==> config.mk <==
export PLATFORM = sky130hd
export DESIGN_NAME = spp_pin_select
export DESIGN_NICKNAME = d
export VERILOG_FILES = /design/src/rtl/spp_pin_select.v /design/src/rtl/spp_pin_cell.v
export VERILOG_INCLUDE_DIRS = /design/src /design/src/rtl
export SDC_FILE = /design/constraint.sdc
export NUM_CORES = 1
export LEC_CHECK = 0
export BUFFER_PORTS_ARGS = -buffer_cell sky130_fd_sc_hd__buf_2
export CAP_MARGIN = 15
export CORE_MARGIN = 10
export CORE_UTILIZATION = 56
export CTS_BUF_LIST = sky130_fd_sc_hd__clkbuf_4
export CTS_CLUSTER_DIAMETER = 150
export DETAILED_ROUTE_END_ITERATION = 6
export PLACE_DENSITY = 0.91
export RECOVER_POWER = 100
export SYNTH_ARGS = -nofsm -noshare
export SYNTH_HDL_FRONTEND = slang
export SYNTH_SLANG_ARGS = --single-unit
==> constraint.sdc <==
create_clock -name clk -period 2.75 [get_ports clk]
set_clock_uncertainty 0.1 [all_clocks]
set_input_delay 0.275 -clock clk [delete_from_list [all_inputs] [get_ports clk]]
set_output_delay 0.275 -clock clk [all_outputs]
set_load 0.02 [all_outputs]
==> src/rtl/spp_consts.vh <==
// Purpose: constants for the serial port pin function select block
// Assumes: byte addressed register port, 16-bit data lanes
// Notes:   included by every design file of the block
`ifndef SPP_CONSTS_VH
`define SPP_CONSTS_VH

// register port
`define SPP_ADDR_W      4
`define SPP_DATA_W      16
`define SPP_OFS_FUNC    4'h0
`define SPP_OFS_DATA    4'h4

// reset values
`define SPP_FUNC_RESET  16'ha888
`define SPP_DATA_RESET  8'h00

// mode field layout: pin n occupies bits 2n+1:2n
`define SPP_FIELD_W     2
`define SPP_PIN_COUNT   8
`define SPP_PIN7_LSB    14
`define SPP_PIN6_LSB    12
`define SPP_PIN5_LSB    10
`define SPP_PIN4_LSB    8
`define SPP_PIN3_LSB    6
`define SPP_PIN2_LSB    4
`define SPP_PIN1_LSB    2
`define SPP_PIN0_LSB    0

// ordinary pin codes
`define SPP_MD_ALT      2'b00
`define SPP_MD_OUT      2'b01
`define SPP_MD_IN_PU    2'b10
`define SPP_MD_IN_NOPU  2'b11

// shared pair codes
`define SPP_SH_SERIAL   2'b00
`define SPP_SH_GPO      2'b01
`define SPP_SH_GPI_PU   2'b10
`define SPP_SH_GPI_NOPU 2'b11

`endif

==> src/rtl/spp_pin_select.v <==
// Purpose: pin function select for the eight-pin serial channel port
// Assumes: rst is power-on reset only; manual reset and standby never reach it
// Notes:   pads are registered, so a mode change shows one cycle later
//
// The implementer's own choices: the strobed register port and the register addresses.
`timescale 1ns/10ps
`include "spp_consts.vh"

module spp_pin_select (
	input  wire                   clk,          // 200 MHz clock
	input  wire                   rst,          // power-on reset, sync, high
	input  wire [`SPP_ADDR_W-1:0] reg_addr,     // register byte address
	input  wire [`SPP_DATA_W-1:0] reg_wdata,    // write data
	input  wire                   reg_wr,       // write strobe
	input  wire                   reg_rd,       // read strobe
	output reg  [`SPP_DATA_W-1:0] reg_rdata,    // read data, cycle after strobe
	input  wire [2:0]             tx_enable_flag, // per channel transmit enable
	input  wire [2:0]             rx_enable_flag, // per channel receive enable
	input  wire [2:0]             sci_txd,      // serial transmit data per channel
	output reg  [2:0]             sci_rxd,      // serial receive data per channel
	input  wire [2:0]             txd_pin_in,   // transmit pad input levels
	output reg  [2:0]             txd_pin_out,  // transmit pad output levels
	output reg  [2:0]             txd_pin_oe,   // transmit pad output enables
	input  wire [2:0]             rxd_pin_in,   // receive pad input levels
	output reg  [2:0]             rxd_pin_pu,   // receive pad pull-up enables
	input  wire [4:0]             alt_out,      // alt outputs, pins 1,3,5,6,7
	input  wire [4:0]             alt_oe,       // alt output enables, pins 1,3,5,6,7
	output reg  [4:0]             alt_in,       // pad levels to alt functions
	input  wire [4:0]             io_pin_in,    // pad input levels, pins 1,3,5,6,7
	output reg  [4:0]             io_pin_out,   // pad output levels
	output reg  [4:0]             io_pin_oe,    // pad output enables
	output reg  [4:0]             io_pin_pu     // pad pull-up enables
);

	// written copy and the copy that actually steers the pads
	reg  [`SPP_DATA_W-1:0]      func_q;
	reg  [`SPP_DATA_W-1:0]      func_eff_q;
	reg  [`SPP_PIN_COUNT-1:0]   gpio_q;
	reg  [`SPP_PIN_COUNT-1:0]   gpio_d;
	reg  [`SPP_DATA_W-1:0]      rdata_d;
	wire [`SPP_PIN_COUNT-1:0]   read_val;
	wire                        serial_idle;

	// ordinary pin cell results, index 0..4 = pins 1,3,5,6,7
	wire [4:0]                  cell_out;
	wire [4:0]                  cell_oe;
	wire [4:0]                  cell_pu;
	wire [4:0]                  cell_rd;

	// shared pair results, index 0..2 = pins 0,2,4
	reg  [2:0]                  tx_out_d;
	reg  [2:0]                  tx_oe_d;
	reg  [2:0]                  rx_pu_d;
	reg  [2:0]                  pair_rd;

	// mode field of pin n
	function [1:0] field;
		input [`SPP_DATA_W-1:0] r;
		input integer           n;
		begin
			field = r[2*n +: `SPP_FIELD_W];
		end
	endfunction

	// register writes
	always @(posedge clk)
	begin
		if (rst)
		begin
			func_q <= `SPP_FUNC_RESET;
			gpio_q <= `SPP_DATA_RESET;
		end
		else
		begin
			if (reg_wr && reg_addr == `SPP_OFS_FUNC)
			begin
				func_q <= reg_wdata;
			end
			gpio_q <= gpio_d;
		end
	end

	always @*
	begin
		gpio_d = gpio_q;
		if (reg_wr && reg_addr == `SPP_OFS_DATA)
		begin
			gpio_d = reg_wdata[`SPP_PIN_COUNT-1:0];
		end
	end

	assign serial_idle = ~(|tx_enable_flag) & ~(|rx_enable_flag);

	// holding the old copy while a channel runs keeps a live link glitch free
	always @(posedge clk)
	begin
		if (rst)
		begin
			func_eff_q <= `SPP_FUNC_RESET;
		end
		else if (serial_idle)
		begin
			func_eff_q <= func_q;
		end
	end

	spp_pin_cell #(.RESERVED_OUT(1)) u_pin7 (
		.mode     (field(func_eff_q, 7)),
		.gpio_bit (gpio_q[7]),
		.alt_out  (alt_out[4]),
		.alt_oe   (alt_oe[4]),
		.pin_in   (io_pin_in[4]),
		.pad_out  (cell_out[4]),
		.pad_oe   (cell_oe[4]),
		.pull_up  (cell_pu[4]),
		.read_val (cell_rd[4])
	);

	spp_pin_cell #(.RESERVED_OUT(0)) u_pin6 (
		.mode     (field(func_eff_q, 6)),
		.gpio_bit (gpio_q[6]),
		.alt_out  (alt_out[3]),
		.alt_oe   (alt_oe[3]),
		.pin_in   (io_pin_in[3]),
		.pad_out  (cell_out[3]),
		.pad_oe   (cell_oe[3]),
		.pull_up  (cell_pu[3]),
		.read_val (cell_rd[3])
	);

	spp_pin_cell #(.RESERVED_OUT(0)) u_pin5 (
		.mode     (field(func_eff_q, 5)),
		.gpio_bit (gpio_q[5]),
		.alt_out  (alt_out[2]),
		.alt_oe   (alt_oe[2]),
		.pin_in   (io_pin_in[2]),
		.pad_out  (cell_out[2]),
		.pad_oe   (cell_oe[2]),
		.pull_up  (cell_pu[2]),
		.read_val (cell_rd[2])
	);

	spp_pin_cell #(.RESERVED_OUT(0)) u_pin3 (
		.mode     (field(func_eff_q, 3)),
		.gpio_bit (gpio_q[3]),
		.alt_out  (alt_out[1]),
		.alt_oe   (alt_oe[1]),
		.pin_in   (io_pin_in[1]),
		.pad_out  (cell_out[1]),
		.pad_oe   (cell_oe[1]),
		.pull_up  (cell_pu[1]),
		.read_val (cell_rd[1])
	);

	spp_pin_cell #(.RESERVED_OUT(0)) u_pin1 (
		.mode     (field(func_eff_q, 1)),
		.gpio_bit (gpio_q[1]),
		.alt_out  (alt_out[0]),
		.alt_oe   (alt_oe[0]),
		.pin_in   (io_pin_in[0]),
		.pad_out  (cell_out[0]),
		.pad_oe   (cell_oe[0]),
		.pull_up  (cell_pu[0]),
		.read_val (cell_rd[0])
	);

	// shared pairs: pair c uses field of pin 2c
	// channel 0, 1 and 2 pairs, one loop pass each
	always @*
	begin : pair_decode
		integer c;
		reg [1:0] m;
		c = 0;
		m = 2'b00;
		tx_out_d = 3'h0;
		tx_oe_d  = 3'h0;
		rx_pu_d  = 3'h0;
		pair_rd  = 3'h0;
		for (c = 0; c < 3; c = c + 1)
		begin
			m = field(func_eff_q, 2*c);
			pair_rd[c] = gpio_q[2*c];
			case (m)
			`SPP_SH_SERIAL:
			begin
				tx_out_d[c] = sci_txd[c];
				tx_oe_d[c]  = 1'b1;
			end
			`SPP_SH_GPO:
			begin
				tx_out_d[c] = gpio_q[2*c];
				tx_oe_d[c]  = 1'b1;
			end
			`SPP_SH_GPI_PU:
			begin
				tx_out_d[c] = sci_txd[c];
				tx_oe_d[c]  = tx_enable_flag[c];
				rx_pu_d[c]  = 1'b1;
				pair_rd[c]  = rxd_pin_in[c];
			end
			default:
			begin
				tx_out_d[c] = sci_txd[c];
				tx_oe_d[c]  = tx_enable_flag[c];
				pair_rd[c]  = rxd_pin_in[c];
			end
			endcase
			if (tx_enable_flag[c])
			begin
				tx_out_d[c] = sci_txd[c];
				tx_oe_d[c]  = 1'b1;
			end
		end
	end

	// data register view: pin level for inputs, stored bit otherwise
	assign read_val = {cell_rd[4], cell_rd[3], cell_rd[2], pair_rd[2],
		cell_rd[1], pair_rd[1], cell_rd[0], pair_rd[0]};

	always @*
	begin
		rdata_d = {`SPP_DATA_W{1'b0}};
		if (reg_rd && reg_addr == `SPP_OFS_FUNC)
		begin
			rdata_d = func_q;
		end
		else if (reg_rd && reg_addr == `SPP_OFS_DATA)
		begin
			rdata_d = {8'h00, read_val};
		end
	end

	// pads and read data come straight from flops
	always @(posedge clk)
	begin
		if (rst)
		begin
			reg_rdata   <= {`SPP_DATA_W{1'b0}};
			txd_pin_out <= 3'h0;
			txd_pin_oe  <= 3'h0;
			rxd_pin_pu  <= 3'h0;
			sci_rxd     <= 3'h7;
			io_pin_out  <= 5'h00;
			io_pin_oe   <= 5'h00;
			io_pin_pu   <= 5'h00;
			alt_in      <= 5'h00;
		end
		else
		begin
			reg_rdata   <= rdata_d;
			txd_pin_out <= tx_out_d;
			txd_pin_oe  <= tx_oe_d;
			rxd_pin_pu  <= rx_pu_d;
			sci_rxd     <= rxd_pin_in;
			io_pin_out  <= cell_out;
			io_pin_oe   <= cell_oe;
			io_pin_pu   <= cell_pu;
			alt_in      <= io_pin_in;
		end
	end

endmodule // spp_pin_select

==> src/rtl/spp_pin_cell.v <==
// Purpose: mode decode for one ordinary (unshared) pin of the serial port
// Assumes: mode, data and alternate signals are stable registered values
// Notes:   purely combinational; the parent registers every pad output
`timescale 1ns/10ps
`include "spp_consts.vh"

module spp_pin_cell #(
	parameter RESERVED_OUT = 0                  // 1: code 01 is reserved for this pin
) (
	input  wire [1:0] mode,                     // effective mode field
	input  wire       gpio_bit,                 // general output data bit
	input  wire       alt_out,                  // alternate function output level
	input  wire       alt_oe,                   // alternate function output enable
	input  wire       pin_in,                   // pad input level
	output reg        pad_out,                  // pad output level
	output reg        pad_oe,                   // pad output enable
	output reg        pull_up,                  // pad pull-up enable
	output reg        read_val                  // value seen by a data register read
);

	always @*
	begin
		pad_out  = 1'b0;
		pad_oe   = 1'b0;
		pull_up  = 1'b0;
		read_val = gpio_bit;
		case (mode)
		`SPP_MD_ALT:
		begin
			pad_out = alt_out;
			pad_oe  = alt_oe;
		end
		`SPP_MD_OUT:
		begin
			if (RESERVED_OUT != 0)
			begin
				read_val = pin_in;
			end
			else
			begin
				pad_out = gpio_bit;
				pad_oe  = 1'b1;
			end
		end
		`SPP_MD_IN_PU:
		begin
			pull_up  = 1'b1;
			read_val = pin_in;
		end
		default:
		begin
			read_val = pin_in;
		end
		endcase
	end

endmodule // spp_pin_cell

==> results of run 1 <==
per-stage QoR:
step,hold WS (ps),util [%],worst slack [ps],power (mW),area (um^2)
after detailed placement,332.3,67.12,1041,1.476,3674
after global routing,13.31,72.06,754.7,2.166,3944
after global placement,330.0,67.12,1075,1.472,3674
after floorplan,281.6,-,1425,1.410,3156
final,8.212,72.06,903.6,2.074,3944
after CTS,2.998,73.46,1121,2.087,4020
cells in the final DEF, fill, tap and decap left out, drive strengths merged, types with 5 or more instances in the layout:
| cell type | instances |
|---|---|
| clkbuf | 64 |
| o2bb2ai | 8 |
| mux2i | 55 |
| nand2b | 43 |
| nor3 | 6 |
| nor2 | 22 |
| nor3b | 8 |
| nor2b | 5 |
| and2 | 10 |
| buf | 47 |
| dfxtp | 88 |
| dlygate4sd3 | 25 |
where the power goes:
part	leakage (nW)	internal, mW	total [mW]	switching, mW
Clock	0.0594	0.197	0.605	0.409
Combinational	0.893	0.0838	0.167	0.0829
Sequential	0.716	1.30	1.30	0.00695
state kept, by name (all words and copies together) (netlist names), 5 cells and up:
| signal | flops |
|---|---|
| alt_in | 5 |
| field.r | 16 |
| func_q | 16 |
| gpio_q | 8 |
| io_pin_oe | 5 |
| io_pin_out | 5 |
| io_pin_pu | 5 |
| reg_rdata | 16 |
area by class of cell:
| class | count | area (um^2) | share of cell area, % |
|---|---|---|---|
| clock buffer | 11 | 82.58 | 2.094 |
| multi-input combinational | 174 | 1285 | 32.58 |
| clock inverter | 5 | 23.77 | 0.6028 |
| inverter | 3 | 11.26 | 0.2855 |
| timing repair buffer | 125 | 689.4 | 17.48 |
| tap | 72 | 90.09 | 2.284 |
| sequential | 88 | 1762 | 44.67 |
critical path, stage by stage:
cell and delay, ps:
clkbuf_1 940, and4bb_1 560, and2_0 290
worst max-delay path by stage:
stage / from / endpoint / slack (ps) / depth (start not counted)
finish: rst / reg_rdata[9]$_SDFF_PP0_ / 900 / 3
global route: tx_enable_flag[0] / field.r[14]$_SDFFE_PP0P_ / 750 / 5
CTS: tx_enable_flag[0] / field.r[1]$_SDFFE_PP0P_ / 1120 / 5
detailed placement: rst / gpio_q[5]$_SDFFE_PP0P_ / 1040 / 4
global placement: rst / field.r[5]$_SDFFE_PP0P_ / 1080 / 4
floorplan: reg_addr[1] / func_q[10]$_SDFFE_PP0P_ / 1420 / 5
metal layers:
| metal | part of all wire [%] | GRT usage (%) | vias up | wire, um |
|---|---|---|---|---|
| li1 | - | - | 1185 | - |
| met2 | 53 | 29.66 | 66 | 4059 |
| met4 | 2.6 | 9.850 | 0 | 197 |
| met5 | 0 | 0 | - | 0 |
| met3 | 5.0 | 4.242 | 13 | 380 |
| met1 | 39 | 18.45 | 1119 | 2996 |
kinds of logic (layout without fill, tap and decap cells):
| kind of cell | count (synthesis) | count (layout) |
|---|---|---|
| buffers and inverters | 16 | 144 |
| AND/OR/NAND/NOR | 104 | 104 |
| AO/OA/AOI/OAI | 15 | 15 |
| multiplexers | 55 | 55 |
| flip-flops | 88 | 88 |
==> results_dict.tcl, run 1 <==
set metrics [dict create \
    setup_viol 0 \
    synth_edf_count 0 \
    rows 27 \
    initial_core_util_pct 57.66 \
    maxSlewHeadroom_pct 11.50 \
    crit_required_ps 2980 \
    worstHoldStart "reg_wdata[3]" \
    clock_path_buffers 2 \
    cts_tree "built" \
    fillers 445 \
    dieWidth_um 95.07 \
    synth_largest_area_cell "dfxtp_1" \
    r2r_setup_slack_ps 1570 \
    port_buffers 98 \
    grt_pass1_vias 2365 \
    fin_cells 478 \
    areaGrowthSynthToFinish_pct 24.98 \
    critPathMaxFanout 38 \
    cts.clk_slew.worst_paths_ps 120 \
    synth_top_family_by_area "simple AND/OR/NAND/NOR gates" \
    cts_root_buf "clkbuf_4" \
    status "finished, final reports clean" \
    place.gp.congestion 0.7355 \
    ys_types 26 \
    clkSinkCount 88 \
    synth-seq-cells 88 \
    via_count 2383 \
    synth_xor_area_share_pct 0 \
    via_per_inst 4.985 \
    grt_pass1_wl_mm 11.87 \
    slew_viol_final 0 \
    post-cts-setup-buffer-count 0 \
    drv_cap 0 \
    core_area_um2 5473 \
    synthFlopType "dfxtp_1" \
    track_usage_pct 17.05 \
    synth.area.top_cells "dfxtp_1 56%, mux2i_1 17%, nand2b_1 8.5%" \
    fin_crit_ps 1846 \
    die_area_um2 9037 \
    synth_most_common_cell "dfxtp_1" \
    synth_mux_area_share_pct 17.45 \
    setup-tns-final_ps 0 \
    hold_end "gpio_q[3]$_SDFFE_PP0P_" \
    drive_gt1_share_pct 15.76 \
    detail-route-antenna-nets 0 \
    die_h_um 95.07 \
    ir_worst_vdd_mv 0.3314 \
    synthArstFlopShare_pct 0 \
    power_density_nw_per_um2 525.9 \
    synth_commonest_cells "88 x dfxtp_1, 55 x mux2i_1, 43 x nand2b_1" \
    hpwlAfterDp_mm 5.035 \
    syn_avg_cell_area_um2 11.35 \
    hold_viol 0 \
    r2r-start "field.r[5]$_SDFFE_PP0P_" \
    routed_wl_mm 7.635 \
    cts_hold_buf 24 \
    cp_data_arrival_time_ps 2080 \
    syn_area_um2 3156 \
    cts_resized 0 \
    p_leak_nw 1.668 \
    place_inst 437 \
    yosys.area_share.simple_pct 20.26 \
    cp-start-kind "primary input" \
    routedWlPerCell_um 15.97 \
    hold_depth 3 \
    clk_latency_ps 430 \
    end_kind "flip-flop" \
    timing.final.crit_share_pct 67.14 \
    grt_max_degree 48 \
    crit_type "primary input to flip-flop" \
    antenna_cells 0 \
    numCtsBuffers 9 \
    drc 0 \
    hold_class "primary input to flip-flop" \
    grt-ovfl-total 0 \
    antenna_found_initial 0 \
    grt_setup_unrepaired "false" \
    synthAdderAreaFrac_pct 0 \
    max_clock_freq_ghz 0.5416 \
    synth_top_area_share_pct 55.83 \
    yosys_warnings 0 \
    synthCells 278 \
    tightest_slew_ps 1328 \
    reg2regPathDepth 3 \
    pin_count 102 \
    h-tree-depth 3 \
    r2r_end "txd_pin_out[1]$_SDFF_PP0_" \
    nets 455 \
    synth_compound_area_share_pct 3.648 \
    first_pass_iters 4 \
    syn_nets 332 \
    drtIter0Drc 81 \
    seq_area_frac_synth_pct 55.83 \
]
Note: power is estimated with default switching activity, not from simulation.
==> run 2: changes to the inputs <==
ABC_AREA = 1   (was default)
CORE_UTILIZATION = 53   (was 56)
PLACE_DENSITY = 0.86   (was 0.91)
clock period = 1.9 ns   (was 2.75 ns; I/O delays follow)
==> run 2 against run 1 <==
Effect of this change:
- sequential share of layout area down 4.2 points
- register-to-register slack worse by 670 ps
- largest power group unchanged
- combinational power up 100%
==> results_dict.tcl, run 2 <==
set metrics [dict create \
    switching_share_pct 25.21 \
    worstHoldStart "rst" \
    fin_crit_ps 1700 \
    synthArstFlopShare_pct 0 \
    timing.final.crit_share_pct 89.50 \
    grt-ovfl-total 0 \
    synth_edf_count 0 \
    synth_mux_area_share_pct 0 \
    first_pass_iters 5 \
    hold_viol 0 \
    worstSetupStartpoint "rx_enable_flag[1]" \
    grtUsageMet1_pct 21.21 \
    antenna_found_initial 1 \
    crit_required_ps 2170 \
    cp_data_arrival_time_ps 1970 \
    drtIter0Drc 278 \
    syn_area_um2 3322 \
    drive_gt1_share_pct 12.27 \
    multi_input_area_um2 1207 \
    synth_top_area_share_pct 53.03 \
    p_leak_nw 2.184 \
    gr-usage-met2_pct 30.16 \
    critPathMaxFanout 4 \
    via_count 3258 \
    dieWidth_um 99.17 \
    syn_avg_cell_area_um2 7.619 \
    grt_pass1_wl_mm 14.82 \
    die_area_um2 9835 \
    maxSlewHeadroom_pct 25.46 \
    end_kind "flip-flop" \
    final-seq-area_um2 1762 \
    slew_viol_final 0 \
    fin_cells 663 \
    grt_use_met3_pct 4.775 \
    clock_path_buffers 2 \
    pin_count 102 \
    p_int_mw 2.446 \
    power_density_nw_per_um2 750.8 \
    via_per_inst 4.914 \
    synth_most_common_cell "nand2_1" \
    synthFlopType "dfxtp_1" \
    p_comb_share_pct 10.5 \
    grt_max_degree 28 \
    cp-start-kind "primary input" \
    seq_area_frac_synth_pct 53.03 \
    cts.clk_slew.worst_paths_ps 130 \
    synthAdderAreaFrac_pct 0 \
    syn_nets 490 \
    yosys_warnings 0 \
    h-tree-depth 3 \
    grt_setup_unrepaired "false" \
    clkSinkCount 88 \
    setup-tns-final_ps 0 \
    fin_area_um2 4357 \
    place_inst 600 \
    synth_top_family_by_area "simple AND/OR/NAND/NOR gates" \
    synthCells 436 \
    yosys.area_share.simple_pct 33.48 \
    cts_root_buf "clkbuf_4" \
    synth_compound_area_share_pct 3.616 \
    final_cell_mix "108 x nand2_1, 88 x dfxtp_1, 83 x nor2_1" \
    placed_area_um2 3862 \
    cts_resized 0 \
    routedWlPerCell_um 14.00 \
    synth-seq-cells 88 \
    final_common_cell "nand2_1" \
    cts_tree "built" \
    busiest_layer "met2" \
    routed_wl_mm 9.280 \
    synth.area.top_cells "dfxtp_1 53%, nand2_1 12%, nor2_1 9.3%" \
    max_clock_freq_ghz 0.5881 \
    areaGrowthSynthToFinish_pct 31.15 \
    port_buffers 98 \
    synth_largest_area_cell "dfxtp_1" \
    drv_cap 0 \
    clk_latency_ps 440 \
    crit_type "primary input to flip-flop" \
    track_usage_pct 18.48 \
    place.gp.congestion 0.8064 \
    hpwlAfterDp_mm 6.048 \
    ir_worst_vdd_mv 0.5427 \
    synth_commonest_cells "108 x nand2_1, 88 x dfxtp_1, 82 x nor2_1" \
    grt_pass1_vias 3147 \
    ys_types 24 \
    drc 0 \
    die_h_um 99.17 \
    fillers 505 \
    detail-route-antenna-nets 0 \
    initial_core_util_pct 55.45 \
    r2r-start "field.r[14]$_SDFFE_PP0P_" \
    core_area_um2 5991 \
    synth_xor_area_share_pct 0 \
    numCtsBuffers 9 \
    setup_viol 0 \
    status "finished, final reports clean" \
    p_seq_share_pct 58.3 \
    rows 28 \
    hold_class "primary input to flip-flop" \
    p_sw_mw 0.8246 \
    nets 636 \
    pwr-share-clk_pct 31.2 \
    tightest_slew_ps 1115 \
]
==> run 2: cell count changes in the layout (fill, tap and decap cells not counted), sizes merged, moves of 18 or more <==
| cell | change |
|---|---|
| inv | +64 |
| nor2 | +68 |
| mux2i | -55 |
| nand4 | +18 |
| dlygate4sd3 | +21 |
| nand2b | -43 |
| nand2 | +113 |
==> run 2: cell families after synthesis <==
group                  Yosys count
and+or+nand+nor                246
DFF                             88
buffers and inverters           80
AOI/OAI and AO/OA               22
==> run 2: area by class of cell <==
type                    count  share of cell area [%]
flip-flops and latches     88                   40.44
multi-input cells         268                   27.71
well taps                  75                   2.154
clock inverters             6                   1.379
diodes                      1                 0.05744
inverters                  67                   5.830
repair buffers            148                   20.71
clock buffers              10                   1.723
==> run 2: metal layers <==
metal | up-vias | share of wire, %
met5 | - | 0
met1 | 1447 | 39
met3 | 33 | 7.4
met2 | 153 | 49
li1 | 1625 | -
met4 | 0 | 4.3
==> run 2: metrics by stage <==
| stage | util (%) | hold slack (ps) | total power, mW | setup WS (ps) |
|---|---|---|---|---|
| after detailed placement | 64.47 | 294.4 | 2.223 | 440.0 |
| after global routing | 72.72 | 27.56 | 3.412 | 133.6 |
| final | 72.72 | 22.57 | 3.271 | 199.5 |
| after global placement | 64.47 | 287.7 | 2.213 | 496.9 |
| after CTS | 74.42 | 14.60 | 3.295 | 263.9 |
| after floorplan | - | 196.6 | 2.100 | 814.3 |
==> run 2: path summary, 6_finish.rpt <==
check	to	slack [ps]	depth (start not counted)
worst max register to register	reg_rdata[7]$_SDFF_PP0_	900	5
worst max-delay path	field.r[3]$_SDFFE_PP1P_	200	6
worst min register to register	io_pin_pu[4]$_SDFF_PP0_	350	1
worst min-delay path	func_q[15]$_SDFFE_PP1P_	20	3
==> run 2: power by group through the flow <==
stage / logic (mW) / clock network (mW) / registers (mW)
after floorplan: 0.123 / 0 / 1.98
after global placement: 0.270 / 0 / 1.94
after detailed placement: 0.277 / 0 / 1.95
final: 0.342 / 1.02 / 1.91
after CTS: 0.351 / 1.04 / 1.90
after global routing: 0.376 / 1.12 / 1.91
==> run 2: what timing repair did <==
item | 4_1_cts | 5_1_grt
endpoints found under the hold margin | 54 | 0
buffers inserted | 0 | 0
setup endpoints to repair | 0 | 0
hold buffers | 46 | 0
==> run 2: worst max-delay path, cell delays in order <==
cell	delay, ps
dlygate4sd3_1	540
clkbuf_1	120
nor2_2	250
dlygate4sd3_1	660
nand4_1	110
nand3_1	90
==> run 3: changes to the inputs <==
CORE_UTILIZATION = 50   (was 53)
CTS_BUF_LIST = sky130_fd_sc_hd__clkbuf_16   (was sky130_fd_sc_hd__clkbuf_4)
PLACE_DENSITY = 0.82   (was 0.86)
==> run 3 against run 2 <==
Effect of this change:
- sequential cell count unchanged
- non-clock buffer count down 30
- worst hold slack lost 16 ps
- final cell count fell by 4.4%
- critical endpoint is now func_q[1]$_SDFFE_PP0P_
- largest cell class unchanged
==> results_dict.tcl, run 3 (synthesis results as in run 2) <==
set metrics [dict create \
    max_clock_freq_ghz 0.7189 \
    grt_setup_unrepaired "false" \
    die_area_um2 10300 \
    cts_root_buf "clkbuf_16" \
    hold_end "func_q[10]$_SDFFE_PP0P_" \
    cts_tree "built" \
    r2r_end "txd_pin_out[2]$_SDFF_PP0_" \
    clkSinkCount 88 \
    tightest_slew_ps 635.3 \
    routed_wl_mm 8.460 \
    p_leak_nw 2.143 \
    via_count 3011 \
    grt-ovfl-total 0 \
    drc 0 \
    final_cell_mix "108 x nand2_1, 88 x dfxtp_1, 83 x nor2_1" \
    port_buffers 98 \
    detail-route-antenna-nets 0 \
    h-tree-depth 3 \
    whs_ps 6.539 \
    grt_max_degree 29 \
    drtIter0Drc 161 \
    crit_type "primary input to flip-flop" \
    crit_required_ps 2060 \
    critPathMaxFanout 27 \
    grt_pass1_wl_mm 13.83 \
    initial_core_util_pct 52.02 \
    worstHoldStart "reg_wdata[10]" \
    cts.clk_slew.worst_paths_ps 60 \
    antenna_cells 0 \
    numCtsBuffers 9 \
    nets 606 \
    core_area_um2 6386 \
    rows 29 \
    fillers 567 \
    antenna_found_initial 0 \
    ir_worst_vdd_mv 0.7072 \
    die_h_um 101.5 \
    place.gp.congestion 0.8022 \
    pin_count 102 \
    status "finished, final reports clean" \
    multi_input_area_um2 1205 \
    r2r-start "field.r[9]$_SDFFE_PP0P_" \
    post-cts-setup-buffer-count 0 \
    grt_pass1_vias 2973 \
    power_density_nw_per_um2 923.9 \
    final_common_cell "nand2_1" \
    cp_data_arrival_time_ps 1560 \
    drv_cap 0 \
    crit_path_cell_trace "clkbuf_1 > nor2_8 > nand3_2 > nand2_1 > nand2_1 > nor2_1" \
    worstSetupStartpoint "reg_addr[1]" \
    critical_path.most_common_cell "nand2_1" \
    slew_viol_final 0 \
    end_kind "flip-flop" \
    timing.final.crit_share_pct 73.21 \
    reg2regPathDepth 4 \
    dieWidth_um 101.5 \
    clk_latency_ps 330 \
    hpwlAfterDp_mm 5.848 \
    fin_crit_ps 1391 \
    setup-tns-final_ps 0 \
    areaGrowthSynthToFinish_pct 27.31 \
    hold_viol 0 \
    crit_slowest_cell "nand3_2" \
    cp-start-kind "primary input" \
    maxSlewHeadroom_pct 57.60 \
    hold_depth 3 \
    via_per_inst 4.749 \
    max_stage_delay_ps 550 \
    drive_gt1_share_pct 13.29 \
    track_usage_pct 16.65 \
    hold_class "primary input to flip-flop" \
    first_pass_iters 4 \
    final-seq-area_um2 1762 \
    clock_path_buffers 2 \
    r2r_setup_slack_ps 970 \
    cts_hold_buf 17 \
    routedWlPerCell_um 13.34 \
    setup_viol 0 \
    cts_resized 0 \
]
-- run 3: cell types whose count changed in the layout (fill, tap and decap cells not counted), moves of 2 or more --
cell           delta
dlygate4sd3_1    -29
clkbuf_4         -10
clkbuf_16         +9
buf_2             +4
clkbuf_1          -4
clkinvlp_4        +3
inv_1             +3
buf_4             -2
clkinv_1          -2
clkinv_4          -2
-- run 3: metrics by stage --
step                      utilization [%]  setup slack [ps]  power (mW)  area (um^2)  std cells
after floorplan                         -             814.3       2.100         3322        436
after global placement              60.60             445.2       2.216         3870        601
after detailed placement            60.60             428.8       2.224         3870        601
after CTS                           67.81             763.2       3.945         4330        634
after global routing                66.22             398.6       4.026         4229        634
final                               66.22             509.0       3.907         4229        634
-- run 3: power by group --
part	internal, mW	switching (mW)	total, mW
logic	0.113	0.179	0.292
clock network	1.01	0.704	1.71
registers	1.89	0.0173	1.90
-- run 3: worst max path at each step --
stage          cells past startpoint                  endpoint  slack (ps)
5_1_grt                            6    func_q[6]$_SDFFE_PP0P_         400
4_1_cts                            6    func_q[4]$_SDFFE_PP0P_         760
3_5_place_dp                       6    func_q[4]$_SDFFE_PP0P_         430
3_3_place_gp                       5  field.r[10]$_SDFFE_PP0P_         450
2_1_floorplan                      5  field.r[11]$_SDFFE_PP1P_         810
6_report                           6    func_q[1]$_SDFFE_PP0P_         510
-- run 3: final cells by class --
type                    instances  share of cell area, %
clock buffers                   9                  5.325
clock inverters                 7                  1.538
inverters                      67                  6.006
multi-input cells             268                  28.49
flip-flops and latches         88                  41.66
well taps                      77                  2.278
repair buffers                118                  14.70
-- run 3: per-layer routing --
layer	vias to the layer above	global-route usage (%)	part of all wire, %
met5	-	0	0
met4	0	8.360	2.2
met3	17	5.990	9.4
met2	93	27.39	47
met1	1338	18.61	41
li1	1563	-	-
-- run 3: worst max-delay path: cells and delay by family --
family | cells | cell delay, ps
buffers and inverters | 1 | 130
and+or+nand+nor | 5 | 1220
